[config.mk]
export PLATFORM = sky130hd
export DESIGN_NAME = ssd_setup_decode
export DESIGN_NICKNAME = d
export VERILOG_FILES = /design/src/shared/ssd_pkg.sv /design/src/hw/ssd_setup_decode.sv /design/src/hw/ssd_diag_latch.sv
export SDC_FILE = /design/constraint.sdc
export NUM_CORES = 1
export LEC_CHECK = 0
export ABC_AREA = 1
export BUFFER_PORTS_ARGS = -buffer_cell sky130_fd_sc_hd__buf_2
export CAP_MARGIN = 30
export CORE_UTILIZATION = 41
export CTS_CLUSTER_SIZE = 16
export DETAILED_ROUTE_END_ITERATION = 12
export HOLD_SLACK_MARGIN = 0.03
export PLACE_DENSITY = 0.77
export SLEW_MARGIN = 40
export SYNTH_ARGS = -nofsm -noshare
export SYNTH_HDL_FRONTEND = slang
export SYNTH_HIERARCHICAL = 1
export SYNTH_SLANG_ARGS = --single-unit
[constraint.sdc]
create_clock -name ref_clk -period 1.5 [get_ports ref_clk]
set_clock_uncertainty 0.15 [all_clocks]
set_input_delay 0.3 -clock ref_clk [delete_from_list [all_inputs] [get_ports ref_clk]]
set_output_delay 0.3 -clock ref_clk [all_outputs]
set_load 0.02 [all_outputs]
[src/shared/ssd_pkg.sv]
// Constants, field layout and carrier types for the setup word decoder.
// Assumes one 125 MHz clock, an active-low asynchronous reset and a classic Wishbone master.
//
// Functional notes
// - The setup word is a 16-bit register selecting diagnosis, mode and lock.
// - Bit 15 enables the output interpolator, 32 sub-steps per output step.
// - Bit 13 picks fast channel 2 content: temperature or field amplitude.
// - On digital variants bit 12 picks PWM at 0 or SENT at 1.
// - Short field 0 or 3 tristates the output on a detected short.
// - With lock and analog output, field 1 drives rail, 2 drives ground.
// - On analog variants bit 7 puts the error band at rail or ground.
// - On digital variants bit 7 picks error code or ground on overvoltage.
// - Bit 4 picks SENT start-up value: 4094 without error bits, or zeros.
// - Bit 3 at 1 disables overvoltage detection.
// - Bit 2 makes diagnosis bits sticky until the next power-on reset or until bit 2 is cleared.
// - Bit 1 at 1 hides diagnostic errors from the output.
// - Bit 0 locks the configuration against further changes.
// - Short response exists for two sensors sharing one module.
// - Short detection works only after lock and a following power-on reset.
package ssd_pkg;

    localparam int SETUP_W = 16;
    localparam int SAMPLE_W = 12;
    localparam int ADR_W = 8;

    // Setup word field positions.
    localparam int B_INTERP = 15;
    localparam int B_FC2_MAG = 13;
    localparam int B_PROTO_SENT = 12;
    localparam int B_SHORT_LO = 8;
    localparam int B_ERR_BAND = 7;
    localparam int B_BURN_IN = 6;
    localparam int B_FUNC_NORMAL = 5;
    localparam int B_SENT_ZERO = 4;
    localparam int B_OVV_DIS = 3;
    localparam int B_DIAG_LATCH = 2;
    localparam int B_DIAG_HIDE = 1;
    localparam int B_LOCK = 0;

    // Short response field codes.
    localparam logic [1:0] SHORT_TRI_A = 2'h0;
    localparam logic [1:0] SHORT_RAIL = 2'h1;
    localparam logic [1:0] SHORT_GND = 2'h2;
    localparam logic [1:0] SHORT_TRI_B = 2'h3;

    localparam logic [5:0] INTERP_STEPS = 6'h20;
    localparam logic [5:0] INTERP_OFF = 6'h01;

    // SENT data codes.
    localparam logic [SAMPLE_W-1:0] SENT_OVV_CODE = 12'hFFB;
    localparam logic [SAMPLE_W-1:0] SENT_START_CODE = 12'hFFE;
    localparam logic [SAMPLE_W-1:0] SENT_ZERO_CODE = 12'h000;

    // Register byte offsets and status layout.
    localparam logic [ADR_W-1:0] ADDR_SETUP1 = 8'h00;
    localparam logic [ADR_W-1:0] ADDR_STATUS = 8'h04;
    localparam int ST_DIAG_LO = 0;
    localparam int ST_OVV = 8;
    localparam int ST_SHORT = 9;
    localparam int ST_ARMED = 10;
    localparam int ST_LOCKED = 11;
    localparam int ST_RUN = 12;

    typedef struct packed {
        logic cyc;
        logic stb;
        logic we;
        logic [3:0] sel;
        logic [ADR_W-1:0] adr;
        logic [31:0] dat;
    } ssd_wb_req_t;

    typedef struct packed {
        logic ack;
        logic [31:0] dat;
    } ssd_wb_rsp_t;

    typedef struct packed {
        logic interp_en;
        logic [5:0] interp_steps;
        logic fc2_mag;
        logic proto_sent;
        logic burn_in;
        logic func_normal;
        logic ovv_det_en;
        logic diag_latch;
        logic diag_show;
    } ssd_ctl_t;

    typedef struct packed {
        logic drive_en;
        logic force_high;
        logic force_low;
        logic pwm_half_freq;
        logic pwm_duty75;
    } ssd_pin_t;

    typedef struct packed {
        logic [SAMPLE_W-1:0] fc1;
        logic [SAMPLE_W-1:0] fc2;
        logic status_err;
    } ssd_sent_t;

    typedef enum logic [1:0] {
        ST_LOAD,
        ST_WAIT_SAMPLE,
        ST_RUNNING
    } ssd_start_t;

endpackage : ssd_pkg

[src/hw/ssd_setup_decode.sv]
// Setup word decoder: Wishbone register, start-up sequencing and output path controls.
// Assumes nvm_word is stable from reset release and all inputs are synchronous to ref_clk.
//
// The Wishbone interface to the registers and the register offsets are this design's own decisions.
module ssd_setup_decode #(
    parameter bit DIGITAL_VARIANT = 1'b1,
    parameter int DIAG_W = 8
) (
    input wire logic ref_clk,
    input wire logic rst_b,
    input ssd_pkg::ssd_wb_req_t wb_req,
    output ssd_pkg::ssd_wb_rsp_t wb_rsp,
    input wire logic [ssd_pkg::SETUP_W-1:0] nvm_word,
    input wire logic [DIAG_W-1:0] diag_raw,
    input wire logic ovv_raw,
    input wire logic short_raw,
    input wire logic sample_valid,
    input wire logic [ssd_pkg::SAMPLE_W-1:0] pos_val,
    input wire logic [ssd_pkg::SAMPLE_W-1:0] temp_val,
    input wire logic [ssd_pkg::SAMPLE_W-1:0] mag_val,
    output ssd_pkg::ssd_ctl_t ctl,
    output ssd_pkg::ssd_pin_t pin,
    output ssd_pkg::ssd_sent_t sent,
    output logic [DIAG_W-1:0] diag_flags
);
    import ssd_pkg::*;

    logic [SETUP_W-1:0] setup_r;
    logic armed_r;
    ssd_start_t state_r;
    logic ack_r;
    logic [31:0] rdat_r;
    ssd_ctl_t ctl_r;
    ssd_ctl_t ctl_nxt;
    ssd_pin_t pin_r;
    ssd_pin_t pin_nxt;
    ssd_sent_t sent_r;
    ssd_sent_t sent_nxt;
    logic [DIAG_W-1:0] diag_q;
    logic [1:0] short_mode;
    logic req;
    logic wr_hit;
    logic ovv_act;
    logic short_act;
    logic err_act;
    logic [31:0] status_w;

    // Bus request decode.
    assign req = wb_req.cyc & wb_req.stb;
    assign wr_hit = req & wb_req.we & ack_r & (wb_req.adr == ADDR_SETUP1);

    // Live conditions: overvoltage and errors gated by their setup bits, shorts by the armed flag.
    assign short_mode = setup_r[B_SHORT_LO +: 2];
    assign ovv_act = ovv_raw & ~setup_r[B_OVV_DIS];
    assign short_act = short_raw & armed_r;
    assign err_act = (|diag_q) & ~setup_r[B_DIAG_HIDE];

    // Classic Wishbone ack: one cycle after the request is seen, dropped the cycle after.
    always_ff @(posedge ref_clk or negedge rst_b) begin
        if (!rst_b) begin
            ack_r <= 1'b0;
        end else begin
            ack_r <= req & ~ack_r;
        end
    end

    // Status view of the block's own state.
    always_comb begin
        status_w = '0;
        status_w[ST_DIAG_LO +: DIAG_W] = diag_q;
        status_w[ST_OVV] = ovv_act;
        status_w[ST_SHORT] = short_act;
        status_w[ST_ARMED] = armed_r;
        status_w[ST_LOCKED] = setup_r[B_LOCK];
        status_w[ST_RUN] = (state_r == ST_RUNNING);
    end

    // Read data is captured with the ack; unmapped offsets read as zero.
    always_ff @(posedge ref_clk or negedge rst_b) begin
        if (!rst_b) begin
            rdat_r <= '0;
        end else if (req & ~ack_r) begin
            unique case (wb_req.adr)
                ADDR_SETUP1: rdat_r <= {16'h0000, setup_r};
                ADDR_STATUS: rdat_r <= status_w;
                default: rdat_r <= '0;
            endcase
        end
    end

    assign wb_rsp.ack = ack_r;
    assign wb_rsp.dat = rdat_r;

    // Setup word: loaded from memory after reset, then written only while unlocked.
    // Reserved bits are stored as written but steer nothing.
    always_ff @(posedge ref_clk or negedge rst_b) begin
        if (!rst_b) begin
            setup_r <= '0;
        end else if (state_r == ST_LOAD) begin
            setup_r <= nvm_word;
        end else if (wr_hit && !setup_r[B_LOCK]) begin
            if (wb_req.sel[0]) begin
                setup_r[7:0] <= wb_req.dat[7:0];
            end
            if (wb_req.sel[1]) begin
                setup_r[15:8] <= wb_req.dat[15:8];
            end
        end
    end

    // Short detection arms only from a lock already stored before this reset.
    always_ff @(posedge ref_clk or negedge rst_b) begin
        if (!rst_b) begin
            armed_r <= 1'b0;
        end else if (state_r == ST_LOAD) begin
            armed_r <= nvm_word[B_LOCK];
        end
    end

    // Start-up sequence: load the word, then wait for the first valid sample.
    always_ff @(posedge ref_clk or negedge rst_b) begin
        if (!rst_b) begin
            state_r <= ST_LOAD;
        end else begin
            unique case (state_r)
                ST_LOAD: state_r <= ST_WAIT_SAMPLE;
                ST_WAIT_SAMPLE: state_r <= sample_valid ? ST_RUNNING : ST_WAIT_SAMPLE;
                ST_RUNNING: state_r <= ST_RUNNING;
            endcase
        end
    end

    ssd_diag_latch #(
        .W(DIAG_W)
    ) u_diag (
        .ref_clk(ref_clk),
        .rst_b(rst_b),
        .latch_en(setup_r[B_DIAG_LATCH]),
        .cond(diag_raw),
        .flags(diag_q)
    );

    assign diag_flags = diag_q;

    // Field decode into the output path controls.
    always_comb begin
        ctl_nxt.interp_en = setup_r[B_INTERP];
        ctl_nxt.interp_steps = setup_r[B_INTERP] ? INTERP_STEPS : INTERP_OFF;
        ctl_nxt.fc2_mag = setup_r[B_FC2_MAG];
        ctl_nxt.proto_sent = DIGITAL_VARIANT & setup_r[B_PROTO_SENT];
        ctl_nxt.burn_in = setup_r[B_BURN_IN];
        ctl_nxt.func_normal = setup_r[B_FUNC_NORMAL];
        ctl_nxt.ovv_det_en = ~setup_r[B_OVV_DIS];
        ctl_nxt.diag_latch = setup_r[B_DIAG_LATCH];
        ctl_nxt.diag_show = ~setup_r[B_DIAG_HIDE];
    end

    // Pin control; a short outranks overvoltage, which outranks the error band.
    // A stuck pair of sensors must release the line first, or both keep fighting.
    always_comb begin
        pin_nxt = '0;
        pin_nxt.drive_en = 1'b1;
        if (short_act) begin
            if (!DIGITAL_VARIANT && setup_r[B_LOCK] && short_mode == SHORT_RAIL) begin
                pin_nxt.force_high = 1'b1;
            end else if (!DIGITAL_VARIANT && setup_r[B_LOCK] && short_mode == SHORT_GND) begin
                pin_nxt.force_low = 1'b1;
            end else begin
                pin_nxt.drive_en = 1'b0;
            end
        end else if (DIGITAL_VARIANT && ovv_act) begin
            if (setup_r[B_ERR_BAND]) begin
                pin_nxt.force_low = 1'b1;
            end else if (!setup_r[B_PROTO_SENT]) begin
                pin_nxt.pwm_half_freq = 1'b1;
                pin_nxt.pwm_duty75 = 1'b1;
            end
        end else if (!DIGITAL_VARIANT && (err_act || ovv_act)) begin
            pin_nxt.force_high = ~setup_r[B_ERR_BAND];
            pin_nxt.force_low = setup_r[B_ERR_BAND];
        end
    end

    // SENT channel content, including start-up and overvoltage codes.
    always_comb begin
        sent_nxt.fc2 = setup_r[B_FC2_MAG] ? mag_val : temp_val;
        sent_nxt.status_err = err_act;
        if (state_r != ST_RUNNING) begin
            sent_nxt.fc1 = setup_r[B_SENT_ZERO] ? SENT_ZERO_CODE : SENT_START_CODE;
            if (setup_r[B_SENT_ZERO]) begin
                sent_nxt.fc2 = SENT_ZERO_CODE;
            end else begin
                sent_nxt.status_err = 1'b0;
            end
        end else if (ovv_act && !setup_r[B_ERR_BAND]) begin
            sent_nxt.fc1 = SENT_OVV_CODE;
        end else begin
            sent_nxt.fc1 = pos_val;
        end
    end

    // Control outputs; registered so the output stage never sees a decode glitch.
    always_ff @(posedge ref_clk or negedge rst_b) begin
        if (!rst_b) begin
            ctl_r <= '0;
        end else begin
            ctl_r <= ctl_nxt;
        end
    end

    // Pin controls land one cycle after their cause.
    always_ff @(posedge ref_clk or negedge rst_b) begin
        if (!rst_b) begin
            pin_r <= '0;
        end else begin
            pin_r <= pin_nxt;
        end
    end

    // SENT channel words land one cycle after their cause.
    always_ff @(posedge ref_clk or negedge rst_b) begin
        if (!rst_b) begin
            sent_r <= '0;
        end else begin
            sent_r <= sent_nxt;
        end
    end

    assign ctl = ctl_r;
    assign pin = pin_r;
    assign sent = sent_r;
endmodule : ssd_setup_decode

[src/hw/ssd_diag_latch.sv]
// Diagnosis flag holder: follows live conditions or keeps them sticky.
// Assumes rst_b is the power-on reset; it or a low latch_en clears sticky flags.
module ssd_diag_latch #(
    parameter int W = 8
) (
    input wire logic ref_clk,
    input wire logic rst_b,
    input wire logic latch_en,
    input wire logic [W-1:0] cond,
    output logic [W-1:0] flags
);
    import ssd_pkg::*;

    logic [W-1:0] flags_r;
    logic [W-1:0] flags_nxt;

    // A raised condition always wins, so a set is never lost while latched.
    always_comb begin
        flags_nxt = latch_en ? (flags_r | cond) : cond;
    end

    // Reset clears a sticky flag, and so does dropping latch_en, after which flags follow cond.
    always_ff @(posedge ref_clk or negedge rst_b) begin
        if (!rst_b) begin
            flags_r <= '0;
        end else begin
            flags_r <= flags_nxt;
        end
    end

    assign flags = flags_r;

endmodule : ssd_diag_latch

Yosys cells after proc, flatten, opt, wreduce, memory -nomap -nowiden
Index checks and enable logic that the tools add are counted.
{ "totals": {"output_inout_bits": 85, "reg_bits": 103, "wordCells": 73, "inputBits": 112} }
{ "op_classes": {"bitwise_logic": 12, "mux": 22, "n_eq_ne": 4, "n_reduce_logical": 12} }
{ "op_table": {"columns": ["operator", "count"], "rows": [
  ["$mux W12", 5],
  ["$mux W16", 2],
  ["$pmux W16 S2", 1],
  ["$mux W8", 3],
  ["$mux W13", 1],
  ["$and A1 B1 Y1", 8],
  ["$eq A8 B3 Y1 const B", 1],
  ["$logic_not A8 Y1", 1],
  ["$or A8 B8 Y8", 1],
  ["$reduce_or A8 Y1", 1],
  ["$mux W2", 3],
  ["$mux W3", 2],
  ["$mux W6", 1],
  ["$pmux W2 S3", 1],
  ["$reduce_bool A2 Y1", 3],
  ["$reduce_and A2 Y1", 2],
  ["$mux W1", 3],
  ["$not A1 Y1", 3],
  ["$eq A2 B1 Y1 const B", 1],
  ["$eq A2 B2 Y1 const B", 1],
  ["$logic_and A1 B1 Y1", 2],
  ["$logic_not A1 Y1", 2],
  ["$logic_not A2 Y1", 1],
  ["$ne A2 B2 Y1 const B", 1]
]} }

Logic depth before layout (Yosys ltp)
Gate-level depths: netlist of run 1.
{ "depth": {"word_depth": 7, "ltp_mapped": 9} }

By module
Netlist of run 1, hierarchy kept.
{ "modules_own_cells": {"columns": ["mod", "area_each_um2", "seq_area_each_um2", "cells_each", "instances"], "rows": [
  ["ssd_setup_decode", 3377.0, 1826.8, 404, 1],
  ["ssd_diag_latch", 295.3, 200.2, 33, 1]
]} }

Least setup slack after synthesis of run 1
OpenSTA, ideal clock, no wires.
{ "synth_path": {"path_kind": "register to register", "startpoint": "reg state_r[0]", "endpoint": "reg setup_r[15]", "setup_ps": 65, "n_path_buf": 2, "t_required_ps": 1285, "arrival_ps": 1283, "setup_slack_ps": 2, "stages_incl_launch_ff": 10, "path_cell_list": "dfrtp_1 inv_1 ha_1 buf_2 inv_1 buf_4 nand2_1 nand2_1 nand2_1 nand2_1"} }
{ "synth_via": {"elab_chain_cells": 3, "word_cells_on_any_way": 5, "cone_classes": "mux (1); reduce/logical (4)"} }
{ "synth_rtl": {"columns": ["element", "line_no", "text"], "rows": [
  ["start, declared", "ssd_setup_decode.sv:30", "ssd_start_t state_r;"],
  ["start signal, assigned", "ssd_setup_decode.sv:127", "ST_WAIT_SAMPLE: state_r <= sample_valid ? ST_RUNNING : ST_WAIT_SAMPLE;"],
  ["$logic_not A2 Y1 *", "ssd_setup_decode.sv:99", "end else if (state_r == ST_LOAD) begin"],
  ["$reduce_bool A2 Y1 (no source line)", null, null],
  ["$reduce_and A2 Y1 (no source line)", null, null],
  ["end signal, assigned", "ssd_setup_decode.sv:100", "setup_r <= nvm_word;"],
  ["end signal, assigned", "ssd_setup_decode.sv:106", "setup_r[15:8] <= wb_req.dat[15:8];"],
  ["end, declared", "ssd_setup_decode.sv:28", "logic [SETUP_W-1:0] setup_r;"]
]} }
Every way passes the cells marked *; elsewhere a longest branch is shown, timed or not.
A chain may end at the register's enable or synchronous reset.

==> results.md, run 1 <==
- Launch point of the worst reg-to-reg path: state_r[0]
- Finished Layout Cells: 731
- DR WL/cell: 13.2 um
- Hold WC Path Type: in2reg
- Std-Cell Rows: 34
- Distinct cells, synth: 25
- Pre-CTS WS: -0.0341 ns
- CTS root buf: clkbuf_8
- Fill cells: 761
- CP Max Fanout: 6
- Final worst setup slack: 0.0357 ns
- Mean area per synthesized cell: 8.40 um^2
- Total of max-cap violations: 0
- Period utilization: 97.6%
- Synth Cell Area: 3670 um^2
- First-pass GRT wire length: 15700 um
- Vias: 3431
- Share of cells above drive strength 1: 33.1%
- Clk_lat worst skew: 0.35 ns
- Worst setup path start: state_r[0]
- DR iter-0 viols: 141
- Core ar.: 8680 um^2
- TritonCTS clock tree: built
- Final #Nets: 733
- Yosys top cell by area: dfrtp_1
- Die Width: 96.6 um
- Vias in the first global route: 3348
- Post-layout util: 57.5%
- Final GP Congestion: 0.813
- Layout area overhead: 35.8%
- Main flop type after synthesis: dfrtp_1
- Post-synth EDFFs: 0
- DP Cell Count: 696
- CP Data Arrival Time: 1.56 ns
- GRT overflow: 0
- Worst vdd ir: 604 uV
- Fin Hold WS: 0.0421 ns
- Most common cell in the synthesized netlist: nand2_1
- Total Die Area: 9340 um^2
- Pwr Density: 1680 nW/um^2
- RSZ-0062 raised after global routing: yes
- Routed Antenna Nets: 0
- Antenna violations before repair: 1
- Slowest stage delay, CP: 0.40 ns
- CTS buffer count: 9
- Synth top area share: 55.2%
- Synthesized instance count: 437
- Clk slew on worst S/H paths: 0.08 ns
- CTS H-Tree Depth: 3
- Reg area: 2030 um^2
- Ports: 197
- Number of post-CTS setup repair buffers: 0
- DRT Wirelength: 9650 um
- Synth top area cells: dfrtp_1 55%, nand2_1 19%, buf_4 5.3%
- Clock buffer depth: 2
- Port Buffers: 157
- Initial core utilization: 42.3%
- CP Class: reg2reg
- Asr flop ratio synth: 100%
- Sequential cell area fraction in the yosys report: 55.2%
- Slowest CP cell: dfrtp_1
- Hpwl dp: 6830 um
- Ant diodes: 0
- Worst path required time: 1.59 ns
- Worst Setup Start Kind: flop
- Final count of negative-setup-slack endpoints: 0
- List of most frequent post-synthesis cells: 184 x nand2_1, 81 x dfrtp_1, 32 x inv_1
- Status: complete, no violations
- Multi-input logic area: 1370 um^2
- CP cell instances: inv_2 -> ha_2 -> nor2_4 -> buf_2 -> a31o_2
- Vias per cell: 4.69
- Global router's overall resource usage: 21.0%
- Hold Crit Start: temp_val[8]
- Final Hold Viols: 0
- Reg2reg setup slack: 0.04 ns
- Post-route DRC: 0
- P_leak: 2.87 nW
- Setup crit end kind: flop
- Die Ht: 96.6 um
- Yosys Warn Count: 6
- Largest net degree at the start of global routing: 38
- # clock sinks: 81
- Achievable Freq: 683 MHz
- Min Clock Period, post-route: 1.46 ns
- Max-slew violation count: 0
- #FFs+latches synth: 81
- DR pass1 iterations: 4
-- through the flow --
| stage | TNS (ns) | total power (W) | cell area (um^2) |
|---|---|---|---|
| after floorplan | 0 | 0.00542 | 3750 |
| after global placement | -0.0297 | 0.00654 | 4560 |
| after detailed placement | -0.0829 | 0.00665 | 4560 |
| after CTS | 0 | 0.00820 | 4900 |
| after global routing | -0.327 | 0.00893 | 4990 |
| final | 0 | 0.00836 | 4990 |
-- cells in the final DEF, fill, tap and decap left out, types with 4 or more instances in the layout --
cell type and instances:
buf_2 157, o21ai_0 12, a21oi_1 23, nor3_1 4, dfrtp_1 81, conb_1 21, buf_12 4, nand3_1 22
nor2_1 16, nand2_1 184, inv_1 30, buf_4 9, clkbuf_8 9, inv_2 4, dlygate4sd3_1 16
-- repair_timing --
action                     4_1_cts  5_1_grt
setup endpoints to repair        0       39
hold buffers                    16        0
hold endpoints to repair        96        0
resized for setup                0       13
-- area by class of cell --
type,count,share of cell area (%)
tap,108,2.71
timing repair buffer,189,22.9
clock buffer,11,2.63
sequential,81,40.7
clock inverter,5,1.13
multi-input combinational,303,27.4
inverter,34,2.56
-- cell families (layout without fill, tap and decap cells) --
| logic type | Yosys count | count (layout) | synth area share [%] |
|---|---|---|---|
| buffers and inverters | 74 | 239 | 10.8 |
| AOI/OAI and AO/OA | 39 | 39 | 5.55 |
| adders and majority gates | 3 | 3 | 1.02 |
| other | 1 | 21 | 0.102 |
| DFF | 81 | 81 | 55.2 |
| and+or+nand+nor | 239 | 240 | 27.3 |
-- worst paths after layout --
kind	depth (start not counted)	to
hold / removal	3	sent[9]
setup / recovery	5	sent[15]
min in group asynchronous	2	ctl[1]
setup reg to reg	5	sent[15]
hold reg to reg	0	ctl[4]
max in group asynchronous	3	state_r[1]
-- critical path: cells and delay by family, from the launching register on --
family | cells | cell delay [ns]
compound gates | 1 | 0.22
flops | 1 | 0.40
fa+ha+maj | 1 | 0.25
simple gates | 1 | 0.06
buf+inv | 2 | 0.27
-- where the power goes --
group          switching [W]  internal, W  total (W)
sequential          0.000393      0.00291    0.00330
combinational        0.00225      0.00128    0.00353
clock               0.000762     0.000768    0.00153
total                0.00340      0.00496    0.00836
-- routing by layer --
layer	global-route usage, %	wire length [um]	vias to the layer above
li1	-	-	1667
met1	26.5	3930	1574
met2	34.3	4740	163
met3	3.90	693	27
met4	11.0	285	0
met5	0	0	-
-- flip-flops by register name, indices dropped and copies added, names as in the netlist --
register	flops
armed_r	1
ctl	9
setup_r	16
ack_r	1
rdat_r	16
sent	25
pin	3
state_r	2
u_diag/flags	8
Power figures use the tool's default switching activity.
==> inputs of run 2 (changes only) <==
--- a/config.mk
+++ b/config.mk
@@ -8,11 +8,11 @@
 export ABC_AREA = 1
 export BUFFER_PORTS_ARGS = -buffer_cell sky130_fd_sc_hd__buf_2
 export CAP_MARGIN = 30
-export CORE_UTILIZATION = 41
+export CORE_UTILIZATION = 48
 export CTS_CLUSTER_SIZE = 16
 export DETAILED_ROUTE_END_ITERATION = 12
 export HOLD_SLACK_MARGIN = 0.03
-export PLACE_DENSITY = 0.77
+export PLACE_DENSITY_LB_ADDON = 0.25
 export SLEW_MARGIN = 40
 export SYNTH_ARGS = -nofsm -noshare
 export SYNTH_HDL_FRONTEND = slang
==> constraint.sdc (replaced) <==
create_clock -name ref_clk -period 1.8 [get_ports ref_clk]
set_clock_uncertainty 0.15 [all_clocks]
set_input_delay 0.36 -clock ref_clk [delete_from_list [all_inputs] [get_ports ref_clk]]
set_output_delay 0.36 -clock ref_clk [all_outputs]
set_load 0.02 [all_outputs]
==> run 2 against run 1 <==
Via count is 6.5% lower. Die area is 14% lower. Final area is 5.4% lower. Power is 19% lower. Critical path depth is 2 higher. Largest power group is now registers. Setup slack better by 0.26 ns. Combinational power is 26% lower. Utilization is 6.9 points higher. Register-to-register slack better by 0.26 ns. Critical path type unchanged. Sequential cell count stayed put. Count of clock-buffer cells in the layout stayed put. Sequential share of layout area is 2.3 points higher.
==> results.md, run 2 (synthesis results as in run 1) <==
- Finished Layout Cells: 700 (-4.2%)
- # clock sinks: 81 (unchanged)
- DR iter-0 viols: 88 (-38%)
- Hpwl dp: 6310 um (-7.6%)
- Initial core utilization: 50.1% (+7.8 points)
- Clock buffer depth: 2 (unchanged)
- Most common cell after layout, fill and taps aside: nand2_1
- Vias in the first global route: 2877 (-14%)
- Critical Path Most Common Cell: nand2_1
- Number of gates resized after cts: 0 (unchanged)
- Final worst setup slack: 0.301 ns (+0.265 ns)
- Achievable Freq: 667 MHz (-2.3%)
- Clk_lat worst skew: 0.35 ns (about the same)
- CTS root buf: clkbuf_8
- Final #Nets: 713 (-2.7%)
- Total of max-cap violations: 0 (unchanged)
- Setup total negative slack: 0 ns (unchanged)
- Max-slew violation count: 0 (unchanged)
- Final GP Congestion: 0.820 (+0.84%)
- Clk slew on worst S/H paths: 0.07 ns (about the same)
- CP cell instances: inv_2 -> nand3_1 -> nor2_2 -> nand3_4 -> nand2_4 -> nand2_1 -> nand2_1
- Vias: 3209 (-6.5%)
- Min Clock Period, post-route: 1.50 ns (+0.0352 ns)
- Core ar.: 7330 um^2 (-16%)
- Worst path required time: 1.93 ns (+0.34 ns)
- P_leak: 2.78 nW (-3.1%)
- DR pass1 iterations: 4 (unchanged)
- First-pass GRT wire length: 12900 um (-18%)
- Pwr Density: 1440 nW/um^2 (-14%)
- Ports: 197 (unchanged)
- Slowest stage delay, CP: 0.41 ns (about the same)
- Slowest CP cell: dfrtp_1
- Share of cells above drive strength 1: 32.3% (-0.79 points)
- Period utilization: 83.3% (-14 points)
- Port Buffers: 157 (unchanged)
- DR WL/cell: 12.1 um (-8.5%)
- RSZ-0062 raised after global routing: no
- Delay-heaviest family, CP: simple AND/OR/NAND/NOR gates
- Worst Setup Start Kind: flop
- Routed Antenna Nets: 0 (unchanged)
- WP buf/inv: 1 (-1)
- Vias per cell: 4.58 (-2.3%)
- Antenna violations before repair: 0 (-1)
- Pre-CTS WS: 0.149 ns (+0.183 ns)
- Post-route DRC: 0 (unchanged)
- DP Cell Count: 685 (-1.6%)
- Die Width: 89.5 um (-7.4%)
- CTS buffer count: 9 (unchanged)
- Final count of negative-setup-slack endpoints: 0 (unchanged)
- Global router's overall resource usage: 21.8% (+0.87 points)
- Worst vdd ir: 579 uV (-4.1%)
- Final Hold Viols: 0 (unchanged)
- Fin Hold WS: 0.0493 ns (+0.00718 ns)
- Ant diodes: 0 (unchanged)
- Total Die Area: 8000 um^2 (-14%)
- Setup crit end kind: flop
- Hold WC Path Type: in2reg
- Std-Cell Rows: 31 (-8.8%)
- CP Class: reg2reg
- CP Data Arrival Time: 1.63 ns (+0.07 ns)
- GRT overflow: 0 (unchanged)
- Die Ht: 89.5 um (-7.4%)
- Most frequent cells in the layout: 184 x nand2_1, 156 x buf_2, 81 x dfrtp_1
- CTS H-Tree Depth: 3 (unchanged)
- DRT Wirelength: 8460 um (-12%)
- TritonCTS clock tree: built
- Max FFs per register: 25 (unchanged)
- CP Max Fanout: 9 (+3)
- Layout area overhead: 28.5%
- Status: complete, no violations
- Largest net degree at the start of global routing: 33 (-13%)
[run 2: cell count changes in the layout (fill, tap and decap cells not counted), sizes merged]
| cell | delta |
|---|---|
| dlygate4sd3 | -15 |
| buf | -3 |
| clkinv | -2 |
| bufinv | +1 |
| clkbuf | -1 |
| clkinvlp | -1 |
| nand3 | -1 |
[run 2: timing repair]
| item | 4_1_cts | 5_1_grt |
|---|---|---|
| buffers inserted | 0 | 0 |
| hold buffers | 1 | 0 |
| hold endpoints to repair | 29 | 0 |
[run 2: final timing paths]
kind,start,end,slack [ns],depth (start not counted)
min in group asynchronous,rst_b,rdat_r[1],0.34,2
setup reg to reg,setup_r[0],setup_r[9],0.30,7
hold reg to reg,setup_r[5],ctl[3],0.30,0
max in group asynchronous,rst_b,sent[1],0.64,3
setup / recovery,setup_r[0],setup_r[9],0.30,7
hold / removal,diag_raw[2],u_diag/flags[2],0.05,3
[run 2: metal layers]
layer	GRT usage, %	vias up	part of all wire [%]
met5	0	-	0
met3	3.42	10	5.4
met4	8.80	0	1.4
met1	28.7	1464	45
li1	-	1623	-
met2	36.3	112	48
[run 2: cell type report]
class,count,area [um^2]
Tap cell,99,124
Fill cell,643,2610
Clock inverter,3,65.1
Multi-Input combinational cell,302,1320
Sequential cell,81,2030
Timing Repair Buffer,170,901
Inverter,34,128
Clock buffer,11,151
[run 2: through the flow]
stage	total power [W]	instance area, um^2	utilization, %
3_5_place_dp	0.00543	4490	61.3
2_1_floorplan	0.00452	3750	-
4_1_cts	0.00687	4720	64.4
3_3_place_gp	0.00534	4490	61.3
6_report	0.00681	4720	64.4
5_1_grt	0.00730	4720	64.4
[run 2: power by group]
| group | switching, W | total (W) | internal [W] |
|---|---|---|---|
| clock | 0.000601 | 0.00144 | 0.000840 |
| combinational | 0.00174 | 0.00262 | 0.000876 |
| sequential | 0.000323 | 0.00275 | 0.00243 |
| total | 0.00267 | 0.00681 | 0.00414 |
[run 2: tightest hold or removal path, cell delays in order]
cell and delay, ns:
buf_2 0.08, inv_1 0.03, nand2_1 0.05
